**src/hw/arr_pkg.sv**
```systemverilog
// Purpose: shared constants and types for the converter ratio and ramp register bank
// Assumes: word index of a register sits on wishbone address bits [17:2]
// Notes: all registers are 16 bits wide in the low half of the bus word
package arr_pkg;

	localparam int NUM_CONV = 8;
	localparam int RATE_W = 20;
	localparam int REG_W = 16;
	localparam int LIMIT_W = 11;
	localparam int FRAC_BITS = 12;
	localparam int INT_BITS = 4;
	localparam int DIVIDEND_W = RATE_W + FRAC_BITS;
	localparam int STEP_W = 6;
	localparam logic [STEP_W-1:0] LAST_STEP = 6'(DIVIDEND_W - 1);
	localparam int BLOCK_SIZE = 4;

	// word indices; byte address is four times the index
	localparam int ADR_IDX_LSB = 2;
	localparam int ADR_IDX_MSB = 17;
	localparam logic [15:0] IDX_RATIO_BASE = 16'hf582;
	localparam logic [15:0] IDX_RATIO_LAST = 16'hf589;
	localparam logic [15:0] IDX_OVR = 16'hf590;
	localparam logic [15:0] IDX_LIMIT_BASE = 16'hf591;
	localparam logic [15:0] IDX_LIMIT_LAST = 16'hf598;
	localparam logic [15:0] IDX_MUTE_CTRL = 16'hf5b0;

	localparam logic [15:0] RATIO_RESET = 16'h0000;
	localparam logic [15:0] OVR_RESET = 16'h07ff;
	localparam logic [15:0] LIMIT_RESET = 16'h07ff;
	localparam logic [15:0] MUTE_RESET = 16'h0000;
	localparam logic [15:0] RATIO_SAT = 16'hffff;

	localparam int OVR_EN_BIT = 11;
	localparam int MUTE_LSB = 0;
	localparam int BLK0_DIS_BIT = 8;
	localparam int BLK1_DIS_BIT = 9;
	localparam logic [15:0] OVR_MASK = 16'h0fff;
	localparam logic [15:0] LIMIT_MASK = 16'h07ff;
	localparam logic [15:0] MUTE_MASK = 16'h03ff;

	typedef struct packed {
		logic [RATE_W-1:0] in_rate;
		logic [RATE_W-1:0] out_rate;
	} arr_rate_s;

	typedef struct packed {
		logic muted;
		logic [LIMIT_W-1:0] ramp_limit;
	} arr_conv_ctrl_s;

	typedef enum logic [2:0] {
		DIV_LOAD = 3'b001,
		DIV_RUN = 3'b010,
		DIV_STORE = 3'b100
	} arr_div_state_e;

endpackage

```
**src/hw/arr_regs.sv**
```systemverilog
// Purpose: ratio, ramp limit and mute register bank for eight rate converters
// Assumes: rate inputs come from logic on ref_clk_in; classic wishbone slave
// Notes: ratios are recomputed round robin by one shared serial divider
`timescale 1ns/1ps
`default_nettype none

module arr_regs
	import arr_pkg::*;
(
	input wire logic ref_clk_in,
	input wire logic rst_b_in,
	input wire logic clk_en_in,
	input wire logic wb_cyc_in,
	input wire logic wb_stb_in,
	input wire logic wb_we_in,
	input wire logic [31:0] wb_adr_in,
	input wire logic [3:0] wb_sel_in,
	input wire logic [31:0] wb_dat_in,
	output logic [31:0] wb_dat_out,
	output logic wb_ack_out,
	input wire arr_rate_s [NUM_CONV-1:0] conv_rates_in,
	output arr_conv_ctrl_s [NUM_CONV-1:0] conv_ctrl_out
);

	// byte-lane merge used by every writable register
	function automatic logic [15:0] lane_merge(
		input logic [15:0] old_val,
		input logic [31:0] wdata,
		input logic [3:0] sel,
		input logic [15:0] mask
	);
		logic [15:0] merged;
		merged = old_val;
		if (sel[0]) begin
			merged[7:0] = wdata[7:0];
		end
		if (sel[1]) begin
			merged[15:8] = wdata[15:8];
		end
		return merged & mask;
	endfunction

	// clamp the long quotient into the 16-bit 4.12 field
	function automatic logic [15:0] ratio_clamp(
		input logic [DIVIDEND_W-1:0] quot,
		input logic [RATE_W-1:0] divisor
	);
		logic [15:0] res;
		res = quot[15:0];
		if (divisor == '0) begin
			res = RATIO_RESET;
		end else if (quot[DIVIDEND_W-1:16] != '0) begin
			res = RATIO_SAT;
		end
		return res;
	endfunction

	// bus decode
	logic [15:0] idx;
	logic adr_hi_zero;
	logic req;
	logic wr_req;
	logic hit_ratio;
	logic hit_ovr;
	logic hit_limit;
	logic hit_mute;
	logic [2:0] ratio_sel;
	logic [2:0] limit_sel;
	logic [15:0] ratio_off;
	logic [15:0] limit_off;

	// register storage
	logic [15:0] ratio_reg [NUM_CONV];
	logic [15:0] limit_reg [NUM_CONV];
	logic [15:0] ovr_reg;
	logic [15:0] mute_ctrl_reg;
	logic ack_reg;
	logic [31:0] rdata_reg;
	logic [15:0] rdata_next;

	// divider
	arr_div_state_e div_state_reg;
	logic [2:0] chan_reg;
	logic [STEP_W-1:0] step_reg;
	logic [DIVIDEND_W-1:0] dividend_reg;
	logic [DIVIDEND_W-1:0] quot_reg;
	logic [RATE_W-1:0] divisor_reg;
	logic [RATE_W-1:0] rem_reg;
	logic [RATE_W:0] trial;
	logic [RATE_W:0] diff;
	logic qbit;

	assign idx = wb_adr_in[ADR_IDX_MSB:ADR_IDX_LSB];
	assign adr_hi_zero = (wb_adr_in[31:ADR_IDX_MSB+1] == '0);
	// ack_reg term keeps one access from being taken twice
	assign req = wb_cyc_in & wb_stb_in & ~ack_reg;
	assign wr_req = req & wb_we_in;

	assign ratio_off = idx - IDX_RATIO_BASE;
	assign limit_off = idx - IDX_LIMIT_BASE;
	assign ratio_sel = ratio_off[2:0];
	assign limit_sel = limit_off[2:0];

	assign hit_ratio = adr_hi_zero && (idx >= IDX_RATIO_BASE)
		&& (idx <= IDX_RATIO_LAST);
	assign hit_ovr = adr_hi_zero && (idx == IDX_OVR);
	assign hit_limit = adr_hi_zero && (idx >= IDX_LIMIT_BASE)
		&& (idx <= IDX_LIMIT_LAST);
	assign hit_mute = adr_hi_zero && (idx == IDX_MUTE_CTRL);

	// handshake: ack one cycle after the request, dropped the cycle after
	always_ff @(posedge ref_clk_in or negedge rst_b_in) begin
		if (!rst_b_in) begin
			ack_reg <= 1'b0;
		end else if (clk_en_in) begin
			ack_reg <= req;
		end
	end

	assign wb_ack_out = ack_reg;

	// read mux; unmapped addresses answer zero
	always_comb begin
		rdata_next = 16'h0000;
		if (hit_ratio) begin
			rdata_next = ratio_reg[ratio_sel];
		end else if (hit_ovr) begin
			rdata_next = ovr_reg;
		end else if (hit_limit) begin
			rdata_next = limit_reg[limit_sel] & LIMIT_MASK;
		end else if (hit_mute) begin
			rdata_next = mute_ctrl_reg;
		end
	end

	always_ff @(posedge ref_clk_in or negedge rst_b_in) begin
		if (!rst_b_in) begin
			rdata_reg <= 32'h0000_0000;
		end else if (clk_en_in && req) begin
			rdata_reg <= {16'h0000, rdata_next};
		end
	end

	assign wb_dat_out = rdata_reg;

	// override register
	always_ff @(posedge ref_clk_in or negedge rst_b_in) begin
		if (!rst_b_in) begin
			ovr_reg <= OVR_RESET;
		end else if (clk_en_in && wr_req && hit_ovr) begin
			ovr_reg <= lane_merge(ovr_reg, wb_dat_in, wb_sel_in, OVR_MASK);
		end
	end

	// per-channel ramp limits; reserved bits never stored
	always_ff @(posedge ref_clk_in or negedge rst_b_in) begin
		if (!rst_b_in) begin
			for (int i = 0; i < NUM_CONV; i++) begin
				limit_reg[i] <= LIMIT_RESET;
			end
		end else if (clk_en_in && wr_req && hit_limit) begin
			limit_reg[limit_sel] <= lane_merge(limit_reg[limit_sel], wb_dat_in,
				wb_sel_in, LIMIT_MASK);
		end
	end

	// manual mutes and block mute disables
	always_ff @(posedge ref_clk_in or negedge rst_b_in) begin
		if (!rst_b_in) begin
			mute_ctrl_reg <= MUTE_RESET;
		end else if (clk_en_in && wr_req && hit_mute) begin
			mute_ctrl_reg <= lane_merge(mute_ctrl_reg, wb_dat_in, wb_sel_in,
				MUTE_MASK);
		end
	end

	// converter control outputs
	always_ff @(posedge ref_clk_in or negedge rst_b_in) begin
		if (!rst_b_in) begin
			conv_ctrl_out <= '0;
		end else if (clk_en_in) begin
			for (int i = 0; i < NUM_CONV; i++) begin
				if (ovr_reg[OVR_EN_BIT]) begin
					conv_ctrl_out[i].ramp_limit <= ovr_reg[LIMIT_W-1:0];
				end else begin
					conv_ctrl_out[i].ramp_limit <= limit_reg[i][LIMIT_W-1:0];
				end
				if (i < BLOCK_SIZE) begin
					conv_ctrl_out[i].muted <= mute_ctrl_reg[MUTE_LSB + i]
						& ~mute_ctrl_reg[BLK0_DIS_BIT];
				end else begin
					conv_ctrl_out[i].muted <= mute_ctrl_reg[MUTE_LSB + i]
						& ~mute_ctrl_reg[BLK1_DIS_BIT];
				end
			end
		end
	end

	// restoring division step: shift in one dividend bit, try to subtract
	always_comb begin
		trial = {rem_reg, dividend_reg[DIVIDEND_W-1]};
		diff = trial - {1'b0, divisor_reg};
		qbit = (trial >= {1'b0, divisor_reg});
	end

	// one converter per pass; a pass takes the dividend width plus two cycles
	always_ff @(posedge ref_clk_in or negedge rst_b_in) begin
		if (!rst_b_in) begin
			div_state_reg <= DIV_LOAD;
			chan_reg <= 3'h0;
			step_reg <= '0;
			dividend_reg <= '0;
			divisor_reg <= '0;
			rem_reg <= '0;
			quot_reg <= '0;
		end else if (clk_en_in) begin
			unique case (div_state_reg)
				DIV_LOAD: begin
					// rates sampled once so a moving input cannot tear a result
					dividend_reg <= {conv_rates_in[chan_reg].in_rate,
						{FRAC_BITS{1'b0}}};
					divisor_reg <= conv_rates_in[chan_reg].out_rate;
					rem_reg <= '0;
					quot_reg <= '0;
					step_reg <= '0;
					div_state_reg <= DIV_RUN;
				end
				DIV_RUN: begin
					if (qbit) begin
						rem_reg <= diff[RATE_W-1:0];
					end else begin
						rem_reg <= trial[RATE_W-1:0];
					end
					quot_reg <= {quot_reg[DIVIDEND_W-2:0], qbit};
					dividend_reg <= {dividend_reg[DIVIDEND_W-2:0], 1'b0};
					step_reg <= step_reg + 6'h01;
					if (step_reg == LAST_STEP) begin
						div_state_reg <= DIV_STORE;
					end
				end
				DIV_STORE: begin
					chan_reg <= chan_reg + 3'h1;
					div_state_reg <= DIV_LOAD;
				end
				default: begin
					div_state_reg <= DIV_LOAD;
				end
			endcase
		end
	end

	// ratio results; zero output rate reads zero, overrange saturates
	always_ff @(posedge ref_clk_in or negedge rst_b_in) begin
		if (!rst_b_in) begin
			for (int i = 0; i < NUM_CONV; i++) begin
				ratio_reg[i] <= RATIO_RESET;
			end
		end else if (clk_en_in && div_state_reg == DIV_STORE) begin
			ratio_reg[chan_reg] <= ratio_clamp(quot_reg, divisor_reg);
		end
	end

endmodule

`default_nettype wire

```
**config.mk**
```make
export PLATFORM = sky130hd
export DESIGN_NAME = arr_regs
export DESIGN_NICKNAME = d
export VERILOG_FILES = /design/src/hw/arr_pkg.sv /design/src/hw/arr_regs.sv
export SDC_FILE = /design/constraint.sdc
export NUM_CORES = 1
export LEC_CHECK = 0
export ABC_AREA = 1
export BUFFER_PORTS_ARGS = -buffer_cell sky130_fd_sc_hd__buf_4
export CORE_MARGIN = 2
export CORE_UTILIZATION = 46
export CTS_BUF_LIST = sky130_fd_sc_hd__clkbuf_2 sky130_fd_sc_hd__clkbuf_4 sky130_fd_sc_hd__clkbuf_8
export CTS_CLUSTER_SIZE = 24
export DETAILED_ROUTE_END_ITERATION = 12
export PLACE_DENSITY = 0.72
export SLEW_MARGIN = 10
export SYNTH_ARGS = -nofsm -noshare
export SYNTH_HDL_FRONTEND = slang
export SYNTH_SLANG_ARGS = --single-unit
```
**constraint.sdc**
```tcl
create_clock -name ref_clk_in -period 2 [get_ports ref_clk_in]
set_input_delay 0.3 -clock ref_clk_in [delete_from_list [all_inputs] [get_ports ref_clk_in]]
set_output_delay 0.3 -clock ref_clk_in [all_outputs]
set_load 0.05 [all_outputs]
```
==> results of run 1 <==
## critical path: cells and delay by family (launching register included)
kind                     cells  cell delay, ps
buffers and inverters        3             390
adder cells (fa/ha/maj)      1             240
AND/OR/NAND/NOR              9             790
flip-flops                   1             380
AO/OA/AOI/OAI                1             160
## worst min path at each step
stage	slack [ps]	end	cells after the start
6_report	40	divisor_reg[5]	5
5_1_grt	40	dividend_reg[13]	5
4_1_cts	0.2	divisor_reg[15]	5
3_5_place_dp	220	conv_ctrl_out[60]	1
3_3_place_gp	220	conv_ctrl_out[60]	1
2_1_floorplan	4	chan_reg[0]	0
## power groups by stage
stage / logic (mW) / clock network, mW / registers (mW)
5_1_grt: 15.8 / 9.55 / 11.9
3_3_place_gp: 12.9 / 0 / 11.8
4_1_cts: 13.4 / 9.13 / 11.7
3_5_place_dp: 13.0 / 0 / 11.8
6_report: 14.5 / 9.00 / 11.7
2_1_floorplan: 7.08 / 0 / 12.0
## layer usage
layer / vias up / GRT usage (%) / wire length (µm)
li1: 12000 / - / -
met1: 11900 / 48.0 / 40700
met4: 2 / 10.7 / 2910
met5: - / 0 / 13
met3: 180 / 9.12 / 8680
met2: 1161 / 50.2 / 41200
## synth_stat cells, types with 21 or more instances
cell and instances:
nand2_1 854, nor3_1 23, nor2_1 481, o21ai_0 405
clkbuf_1 123, ha_1 26, o221ai_1 52, inv_1 168
nand3_1 80, nand4_1 23, a21oi_1 199, buf_2 59
o22ai_1 36, o21ai_1 116, dfstp_2 100, o21a_1 21
dfrtp_1 355
## cells in the final DEF, fill, tap and decap left out, drive strengths merged
cell type	n
nand2	867
buf	716
o21ai	532
nor2	489
dfrtp	355
a21oi	199
inv	181
clkbuf	129
dfstp	100
nand3	81
o221ai	52
o22ai	36
ha	26
nand4	24
nor3	24
o21a	21
dlygate4sd3	18
conb	16
o2111ai	12
xnor2	8
clkinv	7
nor4	7
nand3b	5
clkinvlp	4
or2	4
diode	3
a21o	3
o211ai	2
bufinv	2
xor2	1
and3	1
o31ai	1
o41ai	1
nor3b	1
and2	1
nand2b	1
fa	1
## cell type report
type,count,area (µm²)
clock inverters,13,148
fillers,4676,19800
repair buffers,735,6190
clock buffers,128,1530
multi-input cells,2416,11700
diodes,3,7.51
inverters,181,698
well taps,688,861
flip-flops and latches,455,11500
## per-stage QoR
step           total power, mW  setup TNS [ps]  instances  instance area, µm²  setup WS (ps)
2_1_floorplan             19.1               0       3265               24500           3.51
3_3_place_gp              24.7           -3810       4443               30200           -117
3_5_place_dp              24.8           -8350       4443               30200           -173
4_1_cts                   34.2           -20.5       4608               32300          -11.7
5_1_grt                   37.2           -1790       4616               32700           -144
6_report                  35.3           -57.3       4619               32700          -33.5
## what timing repair did
| action | in CTS | in global routing |
|---|---|---|
| hold buffers | 18 | 0 |
| setup endpoints to repair | 22 | 30 |
| gates cloned | 1 | 1 |
| buffers inserted | 5 | 7 |
| pin swaps | 5 | 25 |
| hold endpoints to repair | 368 | 0 |
| gates resized for setup | 35 | 91 |
## kinds of logic (layout without fill, tap and decap cells)
| logic type | count (synthesis) | in the layout | synth area share [%] |
|---|---|---|---|
| other | 1 | 19 | 0.0154 |
| and+or+nand+nor | 1505 | 1505 | 24.9 |
| DFF | 455 | 455 | 47.4 |
| adders and majority gates | 27 | 27 | 1.42 |
| AOI/OAI and AO/OA | 859 | 859 | 19.3 |
| buffers and inverters | 394 | 1057 | 6.70 |
| xor gates and xnor gates | 9 | 9 | 0.324 |
==> reports/qor.txt, run 1 <==
Vias in the first global route = 23500
Tmin final = 2030 ps
Pwr Density = 1080 mW/mm²
RSZ-0062 raised after global routing = true
Critical Path RT = 2580 ps
Arr. time, crit path = 2620 ps
Clock skew = 29.7 ps
Post-synthesis cell area = 0.0243 mm²
Final Core Density = 62.3%
Sequential element share of the synthesized area = 47.4%
Most used cell, CP = nand2_1
Least-Margin Pin Slew = 704 ps
GP Congestion = 1.10
Clock network power share = 25.5%
Top FF cell, synth = dfrtp_1
Post-route ant nets = 0
Post-detail-place hpwl = 68.6 mm
TritonCTS clock tree = done
Cell count after synthesis = 3250
IO Count = 523
Ys Warns = 0
R2R Path End = rem_reg[3]
R2R setup slack = -30 ps
Global Route Usage Sum = 33.8%
Drt wl/cell = 20.2 µm
CP Launch Point = divisor_reg[15]
Status = complete, but fails checks
Distinct cells, synth = 48
Critical path peak fanout = 7
Final setup fails = 3
Critical path launch point type = flip-flop
Number of enable flip-flop cells after synthesis = 0
Die Area = 0.0547 mm²
Worst path cell trace = inv_1, ha_4, nand2_1, nor2_2, nand2_1, inv_2, nand3_2, nand2_2, nor2_4, nand2_8, clkbuf_16, nand2_1, nand2_1, o21ai_1
Biggest area consumer among synthesized cells = dfrtp_1
Final nets = 4287
Critical-path top delay cell = dfrtp_1
Final Hold Fails = 0
Cell-internal power = 21.8 mW
DRT iter0 DRCs = 2730
Routed vias = 25300
Gate power share = 41.2%
Final worst setup slack = -33.5 ps
Crit-path max cell delay = 380 ps
Switching Share = 38.3%
Core area = 0.0524 mm²
Die W = 234 µm
CP endpoint kind = flip-flop
Fmax = 492 MHz
Largest net degree at the start of global routing = 90
Average vias per placed instance = 5.47
Final worst path period share = 102%
Clock buffer depth = 3
Reg power frac = 33.3%
Max_cap viols = 0
Crit Reg-Reg Startpoint = divisor_reg[15]
Fin Hold WS = 42.3 ps
Clock-pin slew on the worst setup and hold paths = 60 ps
Maximum vdd drop = 564 µV
Syn-to-layout area delta = 34.5%
Asr flop ratio synth = 100%
Crit Path Class = flip-flop to flip-flop
First-pass GRT wire length = 139 mm
Top cell type's share of synthesized area = 36.5%
# rows = 84
Initial antenna violation count = 5
Syn avg cell area = 7.48 µm²
Leakage = 15.6 nW
Initial core utilization = 46.3%
CTS Buf Count = 77
GRT overflow = 0
Main area contributors after synthesis = dfrtp_1 (37%), nand2_1 (13%), dfstp_2 (11%)
Synthesis-stage register bit count = 455
Final slew viol count = 0
Failing checks = negative setup slack
Hold path startpoint = conv_rates_in[165]
Worst hold path class = input pin to flip-flop
Worst-Skew Late Latency = 680 ps
Slew margin rel. = 52.6%
CP endpoint = rem_reg[3]
Htree depth = 3
Drt total wl = 93.4 mm
Die height = 234 µm
Clk sink count = 455
Sw power = 13.5 mW
DRC viols = 0
CTS root buf = clkbuf_8
Largest register FFs = 128
Layout cells sized above 1 = 28.1%
First-pass DRT Iterations = 6
Port bufs = 482
R2R depth = 14
Note: power is estimated with default switching activity, not from simulation.
==> run 2: changes to the inputs <==
--- a/config.mk
+++ b/config.mk
@@ -12,7 +12,7 @@
 export CTS_BUF_LIST = sky130_fd_sc_hd__clkbuf_2 sky130_fd_sc_hd__clkbuf_4 sky130_fd_sc_hd__clkbuf_8
 export CTS_CLUSTER_SIZE = 24
 export DETAILED_ROUTE_END_ITERATION = 12
-export PLACE_DENSITY = 0.72
+export PLACE_DENSITY = 0.82
 export SLEW_MARGIN = 10
 export SYNTH_ARGS = -nofsm -noshare
 export SYNTH_HDL_FRONTEND = slang
==> run 2 against run 1 <==
Compared with the run above:
- the run still ends with negative setup slack left
- setup slack got worse by 33 ps
- clock-buffer cell count increased by 3
- die area unchanged
- clock power about the same
- flip-flop and latch count unchanged
- final area increased by 0.36%
- first-iteration DRC count increased by 13%
- utilization increased by 0.22 points
- sequential share of layout area decreased by 0.13 points
- critical path type unchanged
==> reports/qor.txt, run 2 (synthesis gave the netlist of run 1 again) <==
GP Congestion = 1.03 (-6.5%)
Critical-path top delay cell = dfrtp_1
Met3 Usage GRT = 8.99% (-0.13 points)
Crit Path Class = flip-flop to flip-flop
# rows = 84 (unchanged)
Pwr Density = 1090 mW/mm² (+0.68%)
Vias in the first global route = 24300 (+3.2%)
Global Route Usage Sum = 33.1% (-0.70 points)
Clock-pin slew on the worst setup and hold paths = 60 ps (about the same)
Arr. time, crit path = 2620 ps (about the same)
GR Util met1 = 44.1% (-3.9 points)
Placed Cells = 4434 (-0.20%)
Average vias per placed instance = 5.60 (+2.3%)
CP endpoint kind = flip-flop
Worst hold path class = input pin to flip-flop
Max_cap viols = 0 (unchanged)
Multi-input logic area = 0.0119 mm² (+1.4%)
Most frequent cells in the layout = nand2_1 (830), buf_4 (655), nor2_1 (470), o21ai_0 (391), dfrtp_1 (354)
Critical Path RT = 2550 ps (-30 ps)
Post-route ant nets = 0 (unchanged)
TritonCTS clock tree = done
Clock skew = 40.2 ps (+10.5 ps)
Dpl ws = -158 ps (+15.2 ps)
Final Hold Fails = 0 (unchanged)
Failing checks = negative setup slack
GRT overflow = 0 (unchanged)
IO Count = 523 (unchanged)
CTS Buf Count = 79 (+2.6%)
Initial antenna violation count = 3 (-2)
Worst path cell trace = inv_2, ha_4, buf_4, buf_4, a21oi_1, o21ai_0, a21oi_1, nand2_1, nand2_2, nand3_4, nand3_2, nand2_1
Drt wl/cell = 20.1 µm (-0.53%)
GR peak layer = met2
Crit Reg-Reg Startpoint = divisor_reg[11]
Met2 GRT Util = 51.6% (+1.4 points)
Worst-Skew Late Latency = 700 ps (+20 ps)
RSZ-0062 raised after global routing = true
FF/Latch Area = 0.0115 mm² (unchanged)
Critical path launch point type = flip-flop
# fillers = 4431 (-5.2%)
Routed vias = 25800 (+2.1%)
Port bufs = 482 (unchanged)
Drt total wl = 92.8 mm (-0.68%)
Slew margin rel. = 37.2% (-15 points)
Clk sink count = 455 (unchanged)
Tmin final = 2070 ps (+32.6 ps)
DRT iter0 DRCs = 3088 (+13%)
Final slew viol count = 0 (unchanged)
Hold path startpoint = conv_rates_in[175]
Htree depth = 3 (unchanged)
DRC viols = 0 (unchanged)
Post-route insts no fill = 4612 (-0.15%)
Leakage = 15.6 nW (about the same)
Final worst path period share = 103% (+1.6 points)
Initial core utilization = 46.3% (unchanged)
Syn-to-layout area delta = 35.0%
Least-Margin Pin Slew = 942 ps (+238 ps)
Crit-path max cell delay = 370 ps (about the same)
Status = complete, but fails checks
Fmax = 484 MHz (-1.6%)
CTS root buf = clkbuf_8
Critical path peak fanout = 3 (-4)
Die Area = 0.0547 mm² (unchanged)
Largest register FFs = 128 (unchanged)
Post-detail-place hpwl = 66.3 mm (-3.3%)
Clock buffer depth = 3 (unchanged)
Final nets = 4282 (-0.12%)
First-pass GRT wire length = 139 mm (-0.31%)
R2R setup slack = -70 ps (-30 ps)
Commonest non-fill, non-tap cell in the layout = nand2_1
Die height = 234 µm (unchanged)
First-pass DRT Iterations = 6 (unchanged)
Maximum vdd drop = 775 µV (+37%)
CP Launch Point = divisor_reg[11]
Die W = 234 µm (unchanged)
Largest net degree at the start of global routing = 94 (+4.4%)
Layout cells sized above 1 = 28.7% (+0.55 points)
Core area = 0.0524 mm² (unchanged)
Final worst setup slack = -66.1 ps (-32.6 ps)
Final setup fails = 17 (+14)
-- run 2: area by class of cell --
type                            instances  area share (%)
Clock buffer                          131            4.77
Inverter                              181            2.13
Sequential cell                       455            35.1
Clock inverter                         12           0.370
Timing Repair Buffer                  728            18.7
Multi-Input combinational cell       2416            36.3
Tap cell                              688            2.62
Antenna cell                            1         0.00763
-- run 2: critical path: cells and delay by family, from the launching register on --
family | cells | cell delay, ps
flops | 1 | 370
compound gates | 3 | 650
fa+ha+maj | 1 | 210
buf+inv | 3 | 360
simple gates | 5 | 380
-- run 2: timing repair --
action | CTS | global route
hold buffers | 20 | 0
resized for setup | 34 | 121
cloned | 0 | 3
hold endpoints to repair | 163 | 0
setup endpoints to repair | 21 | 30
setup buffers | 2 | 9
pin swaps | 2 | 23
-- run 2: power breakdown --
group          leakage (nW)  internal, mW  switching (mW)
combinational          8.96          5.94            8.88
clock                 0.905          5.01            4.02
sequential             5.69          10.8           0.966
-- run 2: final timing paths --
kind,endpoint,cells past startpoint
hold / removal,divisor_reg[15],5
max in group asynchronous,ovr_reg[10],3
min in group asynchronous,conv_ctrl_out[31],2
hold reg to reg,limit_reg[48],2
setup / recovery,rem_reg[16],12
setup reg to reg,rem_reg[16],12
-- run 2: stage by stage --
step	util [%]	total power, mW	hold slack [ps]	area [µm²]	TNS (ps)
finish	62.6	35.6	36.8	32800	-501
global route	62.6	37.5	41.6	32800	-2160
CTS	61.3	34.0	0.137	32200	0
detailed placement	57.4	24.6	297	30100	-9370
global placement	57.4	24.3	295	30100	-4310
floorplan	-	19.1	4.41	24500	0
-- run 2: per-layer routing --
metal / part of all wire, % / routed length, µm
met5: 0.046 / 43
met4: 4.0 / 3750
met3: 11 / 9860
met2: 45 / 42100
met1: 40 / 37000
